File: src/rtl/conv_ctrl_pkg.sv
// constants, field layouts and types for the converter control block
// assumes one 100 MHz clock and an Avalon-MM master on the register side
// Contract
// - run-in-standby keeps converter running in standby
// - run-in-standby clear halts converter in standby
// - on-demand runs only while a peripheral requests
// - enable change acts after synchronisation delay
// - enable reads back at once, busy flag pulses
// - enable zero disables, one enables converter
// - writing zero to soft reset does nothing
// - soft reset restores registers, converter disabled
// - soft reset discards other fields of write
// - soft reset and busy clear when done
package conv_ctrl_pkg;

   // register indices; byte address is four times the index
   localparam logic [1:0] IDX_CONTROL_A  = 2'h0;
   localparam logic [1:0] IDX_REFERENCE  = 2'h1;
   localparam logic [1:0] IDX_SYNC_BUSY  = 2'h2;
   localparam logic [1:0] IDX_STATUS     = 2'h3;
   localparam int         ADDR_W         = 4;
   localparam int         DATA_W         = 32;
   localparam int         REG_W          = 8;

   // converter_control_a fields
   localparam int         BIT_SOFT_RESET = 0;
   localparam int         BIT_ENABLE     = 1;
   localparam int         BIT_RUN_STDBY  = 6;
   localparam int         BIT_ON_DEMAND  = 7;

   localparam logic [7:0] CONTROL_A_INIT = 8'h00;
   localparam logic [7:0] REFERENCE_INIT = 8'h00;
   localparam logic [31:0] READ_ZERO     = 32'h0000_0000;

   // converter clock is the bus clock divided down
   localparam int         CLOCK_MHZ      = 100;
   localparam int         CONV_MHZ       = 25;
   localparam int         CONV_DIV       = CLOCK_MHZ / CONV_MHZ;
   localparam logic [3:0] CONV_DIV_LAST  = 4'(CONV_DIV - 1);

   typedef struct packed {
      logic       on_demand_operation;
      logic       run_in_standby;
      logic [3:0] unused;
      logic       enable;
      logic       soft_reset_bit;
   } control_a_t;

   typedef struct packed {
      logic soft_reset;
      logic enable;
   } sync_busy_flags_t;

endpackage

File: src/rtl/conv_ctrl_top.sv
// control registers of the sigma-delta converter behind an Avalon-MM slave
// assumes synchronous active-low reset; standby and request inputs come from other domains
`timescale 1ns/1ps
module conv_ctrl_top
(
   input  wire logic                              clock,
   input  wire logic                              rst_n,
   input  wire logic [conv_ctrl_pkg::ADDR_W-1:0]  address,
   input  wire logic                              read,
   input  wire logic                              write,
   input  wire logic [conv_ctrl_pkg::DATA_W-1:0]  writedata,
   input  wire logic [3:0]                        byteenable,
   output logic      [conv_ctrl_pkg::DATA_W-1:0]  readdata,
   output logic                                   waitrequest,
   input  wire logic                              standby_sleep,
   input  wire logic                              periph_request,
   output logic                                   converter_run,
   output logic                                   converter_enabled
);
   import conv_ctrl_pkg::*;

   control_a_t        ctrl;
   logic [REG_W-1:0]  reference_selection_control;
   logic              en_sent;
   logic              en_conv;
   logic              en_inflight;
   logic              sr_busy;
   logic              sr_active;
   logic [3:0]        div_count;
   logic              conv_tick;
   logic [1:0]        standby_sync;
   logic [1:0]        request_sync;
   logic              standby_s;
   logic              request_s;
   logic [1:0]        index;
   logic              acc_write;
   logic              wr_ctrl;
   logic              wr_ref;
   logic              en_launch;
   logic              sr_launch;
   sync_busy_flags_t  sync_busy_flags;
   control_a_t        wdata;
   logic              next_run;

   assign index     = address[3:2];
   assign acc_write = write && !waitrequest && byteenable[0];
   assign wdata     = control_a_t'(writedata[REG_W-1:0]);
   // a soft reset runs until its own handshake and the disable it causes have both landed
   assign sr_active = sr_busy || ctrl.soft_reset_bit;
   // writes to the control registers are held off while a soft reset runs
   assign wr_ctrl   = acc_write && index == IDX_CONTROL_A && !sr_active;
   assign wr_ref    = acc_write && index == IDX_REFERENCE && !sr_active
                      && !ctrl.enable && !sync_busy_flags.enable;
   assign standby_s = standby_sync[1];
   assign request_s = request_sync[1];

   ////////////////////////////////////////////////////////////////////////////
   // converter rate and input synchronisers
   always_ff @(posedge clock)
   begin
      if (!rst_n)
      begin
         div_count <= 4'h0;
         conv_tick <= 1'b0;
      end
      else
      begin
         conv_tick <= div_count == CONV_DIV_LAST;
         div_count <= (div_count == CONV_DIV_LAST) ? 4'h0 : div_count + 4'h1;
      end
   end

   always_ff @(posedge clock)
   begin
      if (!rst_n)
      begin
         standby_sync <= 2'b00;
         request_sync <= 2'b00;
      end
      else
      begin
         standby_sync <= {standby_sync[0], standby_sleep};
         request_sync <= {request_sync[0], periph_request};
      end
   end

   ////////////////////////////////////////////////////////////////////////////
   // bus slave: one wait cycle, then a single-cycle answer
   always_ff @(posedge clock)
   begin
      if (!rst_n)
         waitrequest <= 1'b1;
      else
         waitrequest <= !((read || write) && waitrequest);
   end

   always_ff @(posedge clock)
   begin
      if (!rst_n)
         readdata <= READ_ZERO;
      else if (read && waitrequest)
      begin
         unique case (index)
            IDX_CONTROL_A : readdata <= {24'h00_0000, ctrl};
            IDX_REFERENCE : readdata <= {24'h00_0000, reference_selection_control};
            IDX_SYNC_BUSY : readdata <= {30'h0000_0000, sync_busy_flags};
            IDX_STATUS    : readdata <= {30'h0000_0000, converter_enabled, converter_run};
         endcase
      end
   end

   ////////////////////////////////////////////////////////////////////////////
   // control register
   always_ff @(posedge clock)
   begin
      if (!rst_n)
         ctrl <= control_a_t'(CONTROL_A_INIT);
      else if (wr_ctrl && wdata.soft_reset_bit)
      begin
         ctrl                <= control_a_t'(CONTROL_A_INIT);
         ctrl.soft_reset_bit <= 1'b1;
      end
      else if (wr_ctrl)
      begin
         ctrl.enable              <= wdata.enable;
         ctrl.run_in_standby      <= wdata.run_in_standby;
         ctrl.on_demand_operation <= wdata.on_demand_operation;
      end
      // bit clears on completion
      // waiting for the enable handshake too keeps the converter from waking between the two
      else if (!sr_busy && !sync_busy_flags.enable)
         ctrl.soft_reset_bit <= 1'b0;
   end

   always_ff @(posedge clock)
   begin
      if (!rst_n)
         reference_selection_control <= REFERENCE_INIT;
      else if (wr_ctrl && wdata.soft_reset_bit)
         reference_selection_control <= REFERENCE_INIT;
      else if (wr_ref)
         reference_selection_control <= writedata[REG_W-1:0];
   end

   ////////////////////////////////////////////////////////////////////////////
   // enable crosses late
   // the launcher resends whenever stored and sent values disagree and no handshake is in flight
   assign en_launch = (ctrl.enable != en_sent) && !en_inflight;
   assign sr_launch = wr_ctrl && wdata.soft_reset_bit;

   always_ff @(posedge clock)
   begin
      if (!rst_n)
         en_sent <= 1'b0;
      else if (en_launch)
         en_sent <= ctrl.enable;
   end

   conv_sync_handshake u_enable_sync
   (
      .clock        (clock),
      .rst_n        (rst_n),
      .conv_tick    (conv_tick),
      .launch       (en_launch),
      .launch_value (ctrl.enable),
      .conv_value   (en_conv),
      .busy         (en_inflight),
      .done         ()
   );

   conv_sync_handshake u_reset_sync
   (
      .clock        (clock),
      .rst_n        (rst_n),
      .conv_tick    (conv_tick),
      .launch       (sr_launch),
      .launch_value (1'b1),
      .conv_value   (),
      .busy         (sr_busy),
      .done         ()
   );

   always_comb
   begin
      sync_busy_flags.enable     = en_inflight || (ctrl.enable != en_sent);
      sync_busy_flags.soft_reset = ctrl.soft_reset_bit;
   end

   ////////////////////////////////////////////////////////////////////////////
   // run decision
   always_comb
   begin
      next_run = en_conv && !sr_active;
      if (standby_s && !ctrl.run_in_standby)
         next_run = 1'b0;
      if (ctrl.on_demand_operation && !request_s)
         next_run = 1'b0;
   end

   always_ff @(posedge clock)
   begin
      if (!rst_n)
      begin
         converter_run     <= 1'b0;
         converter_enabled <= 1'b0;
      end
      else
      begin
         converter_run     <= next_run;
         converter_enabled <= en_conv && !sr_active;
      end
   end

   ////////////////////////////////////////////////////////////////////////////
   property p_enable_delayed;
      @(posedge clock) disable iff (!rst_n)
      (wr_ctrl && !wdata.soft_reset_bit && wdata.enable && !en_conv) |=> !en_conv [*3];
   endproperty
   a_enable_delayed : assert property (p_enable_delayed) else $error("enable took effect at once");

   property p_enable_readback;
      @(posedge clock) disable iff (!rst_n)
      (wr_ctrl && !wdata.soft_reset_bit) |=> ctrl.enable == $past(writedata[BIT_ENABLE]);
   endproperty
   a_enable_readback : assert property (p_enable_readback) else $error("enable not read back");

   property p_enable_busy;
      @(posedge clock) disable iff (!rst_n)
      (wr_ctrl && !wdata.soft_reset_bit && wdata.enable != ctrl.enable)
         |=> sync_busy_flags.enable ##[1:40] !sync_busy_flags.enable;
   endproperty
   a_enable_busy : assert property (p_enable_busy) else $error("enable busy wrong");

   property p_zero_no_reset;
      @(posedge clock) disable iff (!rst_n)
      (wr_ctrl && !wdata.soft_reset_bit) |=> !ctrl.soft_reset_bit;
   endproperty
   a_zero_no_reset : assert property (p_zero_no_reset) else $error("zero started a reset");

   property p_reset_wins;
      @(posedge clock) disable iff (!rst_n)
      (wr_ctrl && wdata.soft_reset_bit)
         |=> !ctrl.enable && !ctrl.run_in_standby && !ctrl.on_demand_operation
             && reference_selection_control == REFERENCE_INIT && ctrl.soft_reset_bit;
   endproperty
   a_reset_wins : assert property (p_reset_wins) else $error("soft reset did not win");

   property p_reset_disables;
      @(posedge clock) disable iff (!rst_n)
      (wr_ctrl && wdata.soft_reset_bit) |=> ##1 !converter_run && !converter_enabled;
   endproperty
   a_reset_disables : assert property (p_reset_disables) else $error("converter left running");

   property p_reset_ends_disabled;
      @(posedge clock) disable iff (!rst_n)
      $fell(ctrl.soft_reset_bit) |-> !en_conv && !converter_enabled;
   endproperty
   a_reset_ends_disabled : assert property (p_reset_ends_disabled) else $error("enabled after reset");

   property p_reset_clears;
      @(posedge clock) disable iff (!rst_n)
      $rose(ctrl.soft_reset_bit) |-> ctrl.soft_reset_bit [*4] ##[1:40] !ctrl.soft_reset_bit;
   endproperty
   a_reset_clears : assert property (p_reset_clears) else $error("soft reset never clears");

   property p_standby_halt;
      @(posedge clock) disable iff (!rst_n)
      (standby_s && !ctrl.run_in_standby) |=> !converter_run;
   endproperty
   a_standby_halt : assert property (p_standby_halt) else $error("ran in standby");

   property p_on_demand;
      @(posedge clock) disable iff (!rst_n)
      (ctrl.on_demand_operation && !request_s) |=> !converter_run;
   endproperty
   a_on_demand : assert property (p_on_demand) else $error("ran without request");

   property p_standby_run;
      @(posedge clock) disable iff (!rst_n)
      (en_conv && !sr_active && ctrl.run_in_standby && standby_s && !ctrl.on_demand_operation)
         |=> converter_run;
   endproperty
   a_standby_run : assert property (p_standby_run) else $error("halted in standby");

   property p_disabled_off;
      @(posedge clock) disable iff (!rst_n)
      !en_conv |=> !converter_run;
   endproperty
   a_disabled_off : assert property (p_disabled_off) else $error("ran while disabled");

   c_enable_done  : cover property (@(posedge clock) disable iff (!rst_n) $fell(sync_busy_flags.enable));
   c_reset_done   : cover property (@(posedge clock) disable iff (!rst_n) $fell(ctrl.soft_reset_bit));
   c_demand_run   : cover property (@(posedge clock) disable iff (!rst_n)
                                    converter_run && ctrl.on_demand_operation);
   c_standby_run  : cover property (@(posedge clock) disable iff (!rst_n) converter_run && standby_s);

endmodule

File: src/rtl/conv_sync_handshake.sv
// toggle handshake carrying one bit into the converter-rate logic
// assumes conv_tick is a one-cycle pulse on the same clock; launch only while busy is low
`timescale 1ns/1ps
module conv_sync_handshake
(
   input  wire logic clock,
   input  wire logic rst_n,
   input  wire logic conv_tick,
   input  wire logic launch,
   input  wire logic launch_value,
   output logic      conv_value,
   output logic      busy,
   output logic      done
);
   import conv_ctrl_pkg::*;

   logic req;
   logic hold;
   logic req_s1;
   logic req_s2;
   logic ack;
   logic ack_s1;
   logic ack_s2;
   logic ack_s3;

   ////////////////////////////////////////////////////////////////////////////
   // request toggle
   always_ff @(posedge clock)
   begin
      if (!rst_n)
      begin
         req  <= 1'b0;
         hold <= 1'b0;
      end
      else if (launch && !busy)
      begin
         req  <= ~req;
         hold <= launch_value;
      end
   end

   // converter side only moves on its own rate
   always_ff @(posedge clock)
   begin
      if (!rst_n)
      begin
         req_s1     <= 1'b0;
         req_s2     <= 1'b0;
         ack        <= 1'b0;
         conv_value <= 1'b0;
      end
      else if (conv_tick)
      begin
         req_s1 <= req;
         req_s2 <= req_s1;
         if (req_s2 != ack)
         begin
            ack        <= req_s2;
            conv_value <= hold;
         end
      end
   end

   always_ff @(posedge clock)
   begin
      if (!rst_n)
      begin
         ack_s1 <= 1'b0;
         ack_s2 <= 1'b0;
         ack_s3 <= 1'b0;
      end
      else
      begin
         ack_s1 <= ack;
         ack_s2 <= ack_s1;
         ack_s3 <= ack_s2;
      end
   end

   assign busy = req ^ ack_s2;
   assign done = ack_s2 ^ ack_s3;

   ////////////////////////////////////////////////////////////////////////////
   property p_busy_held;
      @(posedge clock) disable iff (!rst_n)
      (launch && !busy) |=> busy [*4];
   endproperty
   a_busy_held : assert property (p_busy_held) else $error("busy dropped too early");

   property p_value_delivered;
      @(posedge clock) disable iff (!rst_n)
      $fell(busy) |-> conv_value == hold;
   endproperty
   a_value_delivered : assert property (p_value_delivered) else $error("value not delivered");

endmodule

File: config.mk
export PLATFORM = sky130hd
export DESIGN_NAME = conv_ctrl_top
export DESIGN_NICKNAME = d
export VERILOG_FILES = /design/src/rtl/conv_ctrl_pkg.sv /design/src/rtl/conv_ctrl_top.sv /design/src/rtl/conv_sync_handshake.sv
export SDC_FILE = /design/constraint.sdc
export NUM_CORES = 1
export LEC_CHECK = 0
export BUFFER_PORTS_ARGS = -buffer_cell sky130_fd_sc_hd__buf_2
export CELL_PAD_IN_SITES_DETAIL_PLACEMENT = 1
export CELL_PAD_IN_SITES_GLOBAL_PLACEMENT = 2
export CORE_MARGIN = 2
export CORE_UTILIZATION = 31
export CTS_CLUSTER_DIAMETER = 200
export CTS_CLUSTER_SIZE = 16
export DETAILED_ROUTE_END_ITERATION = 12
export GPL_TIMING_DRIVEN = 0
export PLACE_DENSITY = 0.83
export SYNTH_ARGS = -nofsm -noshare
export SYNTH_HDL_FRONTEND = slang
export SYNTH_HIERARCHICAL = 1
export SYNTH_SLANG_ARGS = --single-unit
File: constraint.sdc
create_clock -name clock -period 3 [get_ports clock]
set_input_delay 0.6 -clock clock [delete_from_list [all_inputs] [get_ports clock]]
set_output_delay 0.6 -clock clock [all_outputs]
set_load 0.005 [all_outputs]
==> summary.md, run 1 <==
| Metric | Value |
|---|---|
| Initial Util | 32.43% |
| Placed instance count | roughly 340 |
| Top-level port count | a little over 80 |
| Data arrival time at the worst-slack endpoint | 1.99 ns |
| Setup TNS Final | 0 ns |
| Final count of pins violating max slew | 0 |
| Number of nets still failing antenna checks after routing | 0 |
| Hold path cells | 1 |
| Crit share post-route | 60.40% |
| Synth warn | 6 |
| DIE AREA | about 0.0074 mm² |
| Max capacitance violation total | 0 |
| Post-Syn Instances | ~220 |
| Highest attainable clock frequency | between 500 and 600 MHz |
| TritonCTS clock tree | built |
| First-pass GRT wire length | about 7300 µm |
| Clock Latency Late Sink | 0.30 ns |
| Deepest level of the CTS H-tree | 2 |
| Final routed wirelength across all metal layers | roughly 4400 µm |
| Standard-cell row count | 29 |
| RSZ-0062 raised after global routing | no |
| Global routing usage summed across all routing layers | about 12% |
| Root Buffer | sky130_fd_sc_hd__clkbuf_8 |
| R2r endpoint | reference_selection_control[2]$_SDFFE_PP0P_ |
| Worst IR drop on VDD | 0.0001656 V |
| Hold Crit Endpoint | u_enable_sync/ack_s2$_SDFF_PN0_ |
| Area overhead of the layout relative to synthesis | 20.31% |
| Maximum number of pins on one net before global-route repair | 16 |
| GP Congestion | between 0.7 and 0.8 |
| Depth of the worst register-to-register path | 4 |
| Worst slew margin relative to its limit | 59.51% |
| DRT Pass-1 Iters | 4 |
| Slack of the worst reg-to-reg path | approximately 1.2 ns |
| Number of vias in the routed layout | about 1600 |
| CTS Hold Bufs | 0 |
| Leakage Power | 0.001119 µW |
| Areal power density over the cells | 481.7 mW/mm² |
| Share of layout cells above drive strength 1 | between 20 and 30% |
| Outcome | completed |
| Die height | 86.20 µm |
| Pin slew with the least headroom to its limit | ~0.60 ns |
| Via density | ~4.5 |
| Clock transition at the register clock pins on the worst setup and hold paths after CTS | ~0.09 ns |
| Final setup slack of the worst path | between 1 and 1.5 ns |
| Antenna violations before repair | 0 |
| Setup violation total in the final timing report | 0 |
| Mean Syn Cell Area | around 10 µm² |
| Final Util | roughly two fifths |
| Number of global-route vias before repair | about 1500 |
| Number of buffers added by the clock tree synthesis step | 5 |
| Iteration-0 DRC count of the detailed router | 60 |
| Launch point of the worst reg-to-reg path | u_enable_sync/req$_SDFFE_PN0P_ |
| CTS-repair resized insts | 0 |
| Post CTS Setup Buffer Count | 0 |
| Floorplan die width | approximately 86 µm |
| Non-Filler Instances | ~350 |
| CP Capture Type | flip-flop |
| Cell area after synthesis | between 0.002 and 0.0025 mm² |
| Post-route DRC violation count | 0 |
| Sum of net half-perimeters after detailed placement | ~3300 µm |
| Post-placement setup slack | between 1 and 1.5 ns |
| Std-Cell Core Area | around 0.0065 mm² |
| CP max FO | 7 |
| Clock Tree Buf Depth | 2 |
| Final critical delay including setup and external delays | between 1.5 and 2 ns |
| Clock sink count | 47 |
| Wire length per cell | ~13 µm |
| Element type at the critical path start | flip-flop |
| Congestion Overflow GR | 0 |
| Maximum clock skew at final layout | around 0.010 ns |
| Final number of hold-violating endpoints | 0 |
| Final #Nets | between 300 and 400 |
| Path category of the worst min-delay check | flip-flop to flip-flop |
| Beginning of the worst hold path | u_enable_sync/ack_s1$_SDFF_PN0_ |
| Port Buffer Count | 26 |
| Required arrival time at the worst endpoint | about 3.2 ns |
| Category of the critical setup timing path | flip-flop to flip-flop |
| Inserted Diodes | 0 |
## critical path: stages (launching register included)
cell and delay [ns]:
sky130_fd_sc_hd__dfxtp_1 0.36, sky130_fd_sc_hd__xor2_2 0.24, sky130_fd_sc_hd__or4b_4 0.54, sky130_fd_sc_hd__a211oi_4 0.42, sky130_fd_sc_hd__o22ai_1 0.12
## power by group
group	switching, µW	internal, µW
sequential	7.97	633
clock	220	248
combinational	52.4	52.2
## layout by cell type, fill, tap and decap left out, types with 2 or more instances in the layout
cell type	count
sky130_fd_sc_hd__nand3_1	7
sky130_fd_sc_hd__xor2_1	3
sky130_fd_sc_hd__mux2_2	2
sky130_fd_sc_hd__a31oi_1	2
sky130_fd_sc_hd__mux2i_1	14
sky130_fd_sc_hd__nor3_1	2
sky130_fd_sc_hd__xor2_2	2
sky130_fd_sc_hd__nor4b_1	2
sky130_fd_sc_hd__and3_1	3
sky130_fd_sc_hd__o22ai_1	8
sky130_fd_sc_hd__nand2_1	30
sky130_fd_sc_hd__inv_1	5
sky130_fd_sc_hd__clkbuf_8	7
sky130_fd_sc_hd__buf_2	27
sky130_fd_sc_hd__buf_4	24
sky130_fd_sc_hd__dfxtp_1	47
sky130_fd_sc_hd__or3_1	2
sky130_fd_sc_hd__clkbuf_1	5
sky130_fd_sc_hd__o211a_1	2
sky130_fd_sc_hd__a22oi_1	4
sky130_fd_sc_hd__a21oi_1	3
sky130_fd_sc_hd__conb_1	24
sky130_fd_sc_hd__and2_1	8
sky130_fd_sc_hd__nor2b_1	7
sky130_fd_sc_hd__nor2_1	10
## how the worst max path moves through the flow
stage	slack, ns	to	start
after floorplan	1.38	reference_selection_control[1]$_SDFFE_PP0P_	address[2]
after global placement	1.05	reference_selection_control[3]$_SDFFE_PP0P_	address[2]
after detailed placement	1.02	reference_selection_control[2]$_SDFFE_PP0P_	address[2]
after CTS	1.17	reference_selection_control[2]$_SDFFE_PP0P_	u_enable_sync/req$_SDFFE_PN0P_
after global routing	1.04	reference_selection_control[6]$_SDFFE_PP0P_	u_enable_sync/req$_SDFFE_PN0P_
final	1.19	reference_selection_control[2]$_SDFFE_PP0P_	u_enable_sync/req$_SDFFE_PN0P_
## layer usage
metal | GRT usage [%] | wire length [µm] | up-vias
li1 | - | - | 795
met1 | 16.02 | 2020 | 745
met2 | 20.08 | 2095 | 33
met3 | 2.857 | 194 | 7
met4 | 4.261 | 51 | 0
met5 | 0 | 0 | -
## layout make-up
class	count	area [µm²]
clock buffer	5	68.82
multi-input combinational	153	984.7
fill	750	3939
inverter	5	18.77
tap	77	96.34
timing repair buffer	26	130.1
buffer	33	236.5
sequential	47	940.9
clock inverter	3	43.79
## metrics by stage
| stage | power, µW | cell area [µm²] | hold slack [ns] |
|---|---|---|---|
| final | 1214 | 2520 | 0.4427 |
| after global routing | 1264 | 2520 | 0.4557 |
| after CTS | 1226 | 2520 | 0.4465 |
| after detailed placement | 760.2 | 2407 | 0.4258 |
| after global placement | 758.2 | 2407 | 0.4154 |
| after floorplan | 728.9 | 2181 | 0.4119 |
## state kept, by name, summed over array words and instances, names as in the netlist, 2 cells and up
register,flops
reference_selection_control,8
standby_sync,2
div_count,4
readdata,8
ctrl,4
request_sync,2
(Power assumes the default switching activity.)
==> inputs of run 2 (changes only) <==
CORE_UTILIZATION = 26   (was 31)
PLACE_DENSITY = 0.74   (was 0.83)
clock period = 1.5 ns   (was 3 ns; I/O delays follow)
==> summary.md, run 2 (synthesis gave the netlist of run 1 again) <==
| Metric | Value |
|---|---|
| Number of vias in the routed layout | 1604 (+1.5%) |
| Final routed wirelength across all metal layers | 4638 µm (+6.3%) |
| Area overhead of the layout relative to synthesis | 24.31% |
| Crit-path max cell delay | 0.51 ns (-0.03 ns) |
| Setup TNS Final | -1.078 ns (-1.078 ns) |
| Commonest non-fill, non-tap cells in the layout | sky130_fd_sc_hd__dfxtp_1, sky130_fd_sc_hd__nand2_1, sky130_fd_sc_hd__buf_2, sky130_fd_sc_hd__buf_4, sky130_fd_sc_hd__conb_1 |
| Inserted Diodes | 0 (unchanged) |
| Antenna violations before repair | 0 (unchanged) |
| Violations in the final reports | setup timing |
| First-pass GRT wire length | 7659 µm (+5.4%) |
| Number of global-route vias before repair | 1570 (+4.5%) |
| Largest registers in the final layout | readdata: 8 flops, reference_selection_control: 8 flops |
| Initial Util | 26.97% (-5.5 points) |
| Path category of the worst min-delay check | primary input to flip-flop |
| Wire length per cell | 12.34 µm (-1.3%) |
| Floorplan die width | 93.76 µm (+8.8%) |
| Most common library cell in the layout ignoring fill and taps | sky130_fd_sc_hd__dfxtp_1 |
| Chain of cells forming the critical path | xor2_4 -> or4b_4 -> a211oi_4 -> buf_4 -> o22ai_1 |
| Die height | 93.76 µm (+8.8%) |
| Top-level port count | 81 (unchanged) |
| Share of layout cells above drive strength 1 | 30.66% (+3.1 points) |
| TritonCTS clock tree | built |
| Root Buffer | sky130_fd_sc_hd__clkbuf_8 |
| Setup violation total in the final timing report | 7 (+7) |
| Port Buffer Count | 26 (unchanged) |
| Cell at the slowest stage of the critical path | sky130_fd_sc_hd__or4b_4 |
| Highest attainable clock frequency | 601.3 MHz (+8.9%) |
| Outcome | complete, but fails checks |
| Final #Nets | 321 (+0.94%) |
| Deepest level of the CTS H-tree | 2 (unchanged) |
| CP max FO | 3 (-4) |
| Iteration-0 DRC count of the detailed router | 45 (-25%) |
| Worst slew margin relative to its limit | 61.86% (+2.3 points) |
| CTS Hold Bufs | 0 (unchanged) |
| Max capacitance violation total | 0 (unchanged) |
| Final count of pins violating max slew | 0 (unchanged) |
| Clock sink count | 47 (unchanged) |
| Number of buffers added by the clock tree synthesis step | 5 (unchanged) |
| CP Capture Type | flip-flop |
| Standard-cell row count | 32 (+10%) |
| RSZ-0062 raised after global routing | yes |
| Crit share post-route | 110.9% (+50 points) |
| Areal power density over the cells | 874.9 mW/mm² (+82%) |
| Final Util | 33.52% (-5.5 points) |
| Final critical delay including setup and external delays | 1.663 ns (-0.1488 ns) |
| DRT Pass-1 Iters | 4 (unchanged) |
| Number of nets still failing antenna checks after routing | 0 (unchanged) |
| Congestion Overflow GR | 0 (unchanged) |
| DIE AREA | 0.008790 mm² (+18%) |
| Data arrival time at the worst-slack endpoint | 1.84 ns (-0.15 ns) |
| Final number of hold-violating endpoints | 0 (unchanged) |
| Leakage Power | 0.001132 µW (+1.2%) |
| Pin slew with the least headroom to its limit | 0.5721 ns (-0.03061 ns) |
| Required arrival time at the worst endpoint | 1.68 ns (-1.50 ns) |
| Final setup slack of the worst path | -0.1631 ns (-1.351 ns) |
| GP Congestion | 0.7820 (+7.2%) |
| Clock Latency Late Sink | 0.30 ns (about the same) |
| Maximum clock skew at final layout | 0.005256 ns (-0.005071 ns) |
| Std-Cell Core Area | 0.007767 mm² (+20%) |
| Category of the critical setup timing path | flip-flop to flip-flop |
| Final total power | 2278 µW (+88%) |
| Post-placement setup slack | -0.3176 ns (-1.342 ns) |
| Post-route DRC violation count | 0 (unchanged) |
| Clock Tree Buf Depth | 2 (unchanged) |
| Sum of net half-perimeters after detailed placement | 3446 µm (+3.5%) |
| Worst IR drop on VDD | 0.0003191 V (+93%) |
| Global routing usage summed across all routing layers | 11.18% (-1.1 points) |
| Via density | 4.266 (-5.8%) |
| Clock transition at the register clock pins on the worst setup and hold paths after CTS | 0.09 ns (about the same) |
| Maximum number of pins on one net before global-route repair | 14 (-2) |
| Element type at the critical path start | flip-flop |
## run 2: cell count changes in the layout (fill, tap and decap cells not counted), sizes merged
| cell | delta |
|---|---|
| buf | +3 |
| bufinv | -1 |
| clkbuf | +1 |
| clkinv | -1 |
## run 2: power breakdown
part | switching [µW] | total, µW | internal (µW)
Combinational | 110 | 217 | 107
Sequential | 15.5 | 1280 | 1260
Clock | 419 | 781 | 362
## run 2: metrics by stage
step	cells	area, µm²	hold WS [ns]
6_report	376	2604	0.1987
5_1_grt	376	2604	0.1920
4_1_cts	376	2591	0.1930
3_5_place_dp	366	2444	0.4210
3_3_place_gp	366	2444	0.4138
2_1_floorplan	238	2186	0.4119
## run 2: final cells by class
class / count / area, µm²
Inverter: 5 / 18.77
Timing Repair Buffer: 29 / 156.4
Fill cell: 921 / 5164
Multi-Input combinational cell: 153 / 1028
Tap cell: 102 / 127.6
Buffer: 33 / 237.7
Clock inverter: 1 / 5.005
Sequential cell: 47 / 947.2
Clock buffer: 6 / 82.58
## run 2: worst paths after layout
path	startpoint	end	slack (ns)	cells past startpoint
worst max-delay path	u_enable_sync/ack_s2$_SDFF_PN0_	reference_selection_control[1]$_SDFFE_PP0P_	-0.16	5
worst min-delay path	standby_sleep	standby_sync[0]$_SDFF_PN0_	0.20	2
worst max register to register	u_enable_sync/ack_s2$_SDFF_PN0_	reference_selection_control[1]$_SDFFE_PP0P_	-0.16	5
worst min register to register	u_reset_sync/ack_s1$_SDFF_PN0_	u_reset_sync/ack_s2$_SDFF_PN0_	0.44	1
## run 2: critical path: cells and delay by family (launching register included)
| family | cells | cell delay [ns] |
|---|---|---|
| AND/OR/NAND/NOR | 1 | 0.51 |
| flip-flops | 1 | 0.37 |
| AO/OA/AOI/OAI | 2 | 0.31 |
| XOR/XNOR | 1 | 0.18 |
| buffers and inverters | 1 | 0.17 |
## run 2: layer usage
| metal | part of all wire [%] | vias to the layer above | global-route usage [%] |
|---|---|---|---|
| met5 | 0 | - | 0 |
| met4 | 1.0 | 0 | 3.623 |
| met3 | 5.1 | 5 | 3.050 |
| met2 | 48 | 37 | 18.99 |
| met1 | 46 | 758 | 13.66 |
| li1 | - | 804 | - |
## run 2: repair_timing
action                                  4_1_cts  5_1_grt
endpoints found under the setup margin       13       14
setup buffers                                 3        0
pin swaps                                     1        2
gates resized for setup                       8        5
cloned                                        0        0
==> inputs of run 3 (changes only) <==
--- a/config.mk
+++ b/config.mk
@@ -10,5 +10,5 @@
 export CELL_PAD_IN_SITES_GLOBAL_PLACEMENT = 2
 export CORE_MARGIN = 2
-export CORE_UTILIZATION = 26
+export CORE_UTILIZATION = 25
 export CTS_CLUSTER_DIAMETER = 200
 export CTS_CLUSTER_SIZE = 16
@@ -16,6 +16,6 @@
 export GPL_TIMING_DRIVEN = 0
 export PLACE_DENSITY = 0.74
+export SLEW_MARGIN = 25
 export SYNTH_ARGS = -nofsm -noshare
 export SYNTH_HDL_FRONTEND = slang
-export SYNTH_HIERARCHICAL = 1
 export SYNTH_SLANG_ARGS = --single-unit
==> constraint.sdc (replaced) <==
create_clock -name clock -period 1.5 [get_ports clock]
set_input_delay 0.225 -clock clock [delete_from_list [all_inputs] [get_ports clock]]
set_output_delay 0.225 -clock clock [all_outputs]
set_load 0.005 [all_outputs]
==> summary.md, run 3 <==
| Metric | Value |
|---|---|
| Sequential Power Share | 55.8% (-0.4 points) |
| Post-placement setup slack | -0.1425 ns (+0.1751 ns) |
| Floorplan die width | 92.25 µm (-1.6%) |
| Wire length per cell | 11.82 µm (-4.2%) |
| Congestion Overflow GR | 0 (unchanged) |
| Share of layout cells above drive strength 1 | 31.75% (+1.1 points) |
| Highest attainable clock frequency | 689.8 MHz (+15%) |
| Final count of pins violating max slew | 0 (unchanged) |
| Number of nets still failing antenna checks after routing | 0 (unchanged) |
| Top-level port count | 81 (unchanged) |
| First-pass GRT wire length | 6941 µm (-9.4%) |
| Leakage Power | 0.001135 µW (+0.30%) |
| Sum of net half-perimeters after detailed placement | 3021 µm (-12%) |
| Via density | 3.949 (-7.4%) |
| Post-route DRC violation count | 0 (unchanged) |
| Layout fillers | 901 (-2.2%) |
| Yosys top cell area share | between 40% and 50% |
| Largest cells by area after synthesis | sky130_fd_sc_hd__dfxtp_1, sky130_fd_sc_hd__mux2i_1, sky130_fd_sc_hd__buf_4 |
| CP max FO | 4 (+1) |
| Port Buffer Count | 25 (-3.8%) |
| Global-route track usage on met3 | 4.191% (+1.1 points) |
| Areal power density over the cells | 906.9 mW/mm² (+3.7%) |
| Data arrival time at the worst-slack endpoint | 1.66 ns (-0.18 ns) |
| Global routing usage summed across all routing layers | 10.47% (-0.71 points) |
| Setup TNS Final | 0 ns (+1.078 ns) |
| Crit share post-route | 96.65% (-14 points) |
| DIE AREA | 0.008509 mm² (-3.2%) |
| Maximum clock skew at final layout | 0.01717 ns (+0.01191 ns) |
| Final routed wirelength across all metal layers | 4183 µm (-9.8%) |
| R2r endpoint | readdata[0]$_SDFFE_PN0P_ |
| Initial Util | 25.46% (-1.5 points) |
| Clock transition at the register clock pins on the worst setup and hold paths after CTS | 0.10 ns (about the same) |
| Antenna violations before repair | 0 (unchanged) |
| Hold path cells | 2 (unchanged) |
| Fraction of synthesis flops using an asynchronous set or reset pin | 0% |
| Element type at the critical path start | flip-flop |
| Most common cell in the netlist | sky130_fd_sc_hd__dfxtp_1 |
| Sequential element share of the synthesized area | between 40% and 50% |
| Inserted Diodes | 0 (unchanged) |
| CTS Hold Bufs | 0 (unchanged) |
| Sw Ratio | 25.45% (+1.6 points) |
| Number of synthesized register bits | 46 |
| Maximum number of pins on one net before global-route repair | 17 (+3) |
| Deepest level of the CTS H-tree | 2 (unchanged) |
| CP Capture Type | flip-flop |
| Part of the total power dissipated in combinational logic | 8.4% (-1.1 points) |
| Slack of the worst reg-to-reg path | 0.05 ns (+0.21 ns) |
| Pin slew with the least headroom to its limit | 0.5100 ns (-0.06210 ns) |
| Clock sink count | 46 (-2.1%) |
| Commonest non-fill, non-tap cells in the layout | sky130_fd_sc_hd__dfxtp_1, sky130_fd_sc_hd__buf_4, sky130_fd_sc_hd__buf_2, sky130_fd_sc_hd__conb_1, sky130_fd_sc_hd__mux2i_1 |
| Launch point of the worst reg-to-reg path | en_sent$_SDFFE_PN0P_ |
| Iteration-0 DRC count of the detailed router | 31 (-31%) |
| Clock Tree Buf Depth | 2 (unchanged) |
| DRT Pass-1 Iters | 4 (unchanged) |
| Beginning of the worst hold path | write |
| Number of buffers added by the clock tree synthesis step | 5 (unchanged) |
| Area overhead of the layout relative to synthesis | 26.86% |
| Unique masters post-synth | 34 |
| Die height | 92.25 µm (-1.6%) |
| Cell area after synthesis | 0.001947 mm² (-7.0%) |
| Final hold slack | 0.1218 ns (-0.07695 ns) |
| Number of vias in the routed layout | 1398 (-13%) |
| Synth warn | 0 (-6) |
| Depth of the worst register-to-register path | 4 (-1) |
| Number of global-route vias before repair | 1414 (-9.9%) |
| Outcome | completed |
| Required arrival time at the worst endpoint | 1.71 ns (+0.03 ns) |
| Post-Syn Instances | 190 (-12%) |
| Final #Nets | 298 (-7.2%) |
| Standard-cell row count | 32 (unchanged) |
| Setup violation total in the final timing report | 0 (-7) |
| Clk pwr share | 35.9% (+1.6 points) |
| Hold Crit Endpoint | waitrequest$_SDFF_PN1_ |
| Commonest cells in the synthesized netlist | sky130_fd_sc_hd__dfxtp_1, sky130_fd_sc_hd__buf_4, sky130_fd_sc_hd__mux2i_1, sky130_fd_sc_hd__nor2_1, sky130_fd_sc_hd__nor2b_1 |
| Most common library cell in the layout ignoring fill and taps | sky130_fd_sc_hd__dfxtp_1 |
| Final setup slack of the worst path | 0.05030 ns (+0.2134 ns) |
| EDFF count, synth | 0 |
| Std-Cell Core Area | 0.007647 mm² (-1.5%) |
| Most Crowded Layer GR | met2 |
| Clock Latency Late Sink | 0.32 ns (+0.02 ns) |
| Psw | 570.1 µW (+4.8%) |
| Final number of hold-violating endpoints | 0 (unchanged) |
| Library cell occupying the most area in the post-synthesis netlist | sky130_fd_sc_hd__dfxtp_1 |
| GP Congestion | 0.7283 (-6.9%) |
| Root Buffer | sky130_fd_sc_hd__clkbuf_8 |
| Worst slew margin relative to its limit | 66.00% (+4.1 points) |
| Final Util | 32.30% (-1.2 points) |
| Global routing met2 resource utilization | 15.56% (-3.4 points) |
| Category of the critical setup timing path | flip-flop to flip-flop |
| Total internal power | 1670 µW (-3.7%) |
| Mean Syn Cell Area | 10.25 µm² (+5.2%) |
| Synth Flop Type | sky130_fd_sc_hd__dfxtp_1 |
| Final critical delay including setup and external delays | 1.450 ns (-0.2134 ns) |
| Max capacitance violation total | 0 (unchanged) |
| Worst IR drop on VDD | 0.0004250 V (+33%) |
| GR Util met1 | 13.90% (+0.24 points) |
| TritonCTS clock tree | built |
| Largest registers in the final layout | readdata: 8 flops, reference_selection_control: 8 flops |
| Path category of the worst min-delay check | primary input to flip-flop |
[run 3: layout make-up]
cell class	instances	area (µm²)	share of cell area, %
sequential	46	929.6	37.64
multi-input combinational	133	923.4	37.39
buffer	32	217.7	8.815
tap	102	127.6	5.167
clock buffer	5	68.82	2.786
inverter	2	7.507	0.3040
clock inverter	3	25.02	1.013
timing repair buffer	31	170.2	6.890
[run 3: worst max-delay path by stage]
| stage | startpoint | to | slack [ns] | cells after the start |
|---|---|---|---|---|
| floorplan | u_enable_sync.req$_SDFFE_PN0P_ | readdata[0]$_SDFFE_PN0P_ | 0.09 | 4 |
| global placement | u_reset_sync.req$_SDFFE_PN0P_ | reference_selection_control[6]$_SDFFE_PP0P_ | -0.10 | 4 |
| detailed placement | u_reset_sync.req$_SDFFE_PN0P_ | reference_selection_control[6]$_SDFFE_PP0P_ | -0.14 | 4 |
| CTS | waitrequest$_SDFF_PN1_ | ctrl[1]$_SDFFE_PP0P_ | 0.004 | 5 |
| global route | u_enable_sync.req$_SDFFE_PN0P_ | readdata[0]$_SDFFE_PN0P_ | -0.006 | 4 |
| finish | en_sent$_SDFFE_PN0P_ | readdata[0]$_SDFFE_PN0P_ | 0.05 | 4 |
[run 3: metrics by stage]
stage | cell area, µm² | total power [µW] | cells
final | 2470 | 2240 | 354
after global routing | 2470 | 2360 | 354
after CTS | 2406 | 2262 | 349
after detailed placement | 2286 | 1460 | 340
after global placement | 2286 | 1457 | 340
after floorplan | 2033 | 1406 | 213
[run 3: layer usage]
metal | share of wire [%] | vias to the layer above | routed length, µm
met4 | 1.3 | 0 | 55
met5 | 0 | - | 0
met2 | 43 | 33 | 1818
met3 | 5.3 | 5 | 222
met1 | 50 | 653 | 2086
li1 | - | 707 | -
[run 3: worst max-delay path: stages (launching register included)]
cell and delay (ns):
sky130_fd_sc_hd__dfxtp_4 0.39, sky130_fd_sc_hd__xnor2_4 0.18, sky130_fd_sc_hd__nand2_1 0.07, sky130_fd_sc_hd__mux4_2 0.46, sky130_fd_sc_hd__a41o_1 0.24
[run 3: cells by family after synthesis]
family | count (synthesis) | share of synthesized area [%]
adders and majority gates | 1 | 0.6426
DFF | 46 | 47.30
and+or+nand+nor | 66 | 19.09
xor gates and xnor gates | 6 | 3.471
muxes | 22 | 12.60
AOI/OAI and AO/OA | 14 | 5.334
other | 1 | 0.1926
buffers and inverters | 34 | 11.38
[run 3: timing repair]
| item | CTS | global route |
|---|---|---|
| pin swaps | 2 | 5 |
| resized for setup | 4 | 8 |
| setup endpoints to repair | 12 | 15 |
| setup buffers | 1 | 5 |
[run 3: power by group through the flow]
stage	Clock (µW)	Sequential (µW)	Combinational (µW)
2_1_floorplan	0	1280	129
3_3_place_gp	0	1280	178
3_5_place_dp	0	1280	180
4_1_cts	828	1250	182
5_1_grt	898	1250	210
6_report	803	1250	187
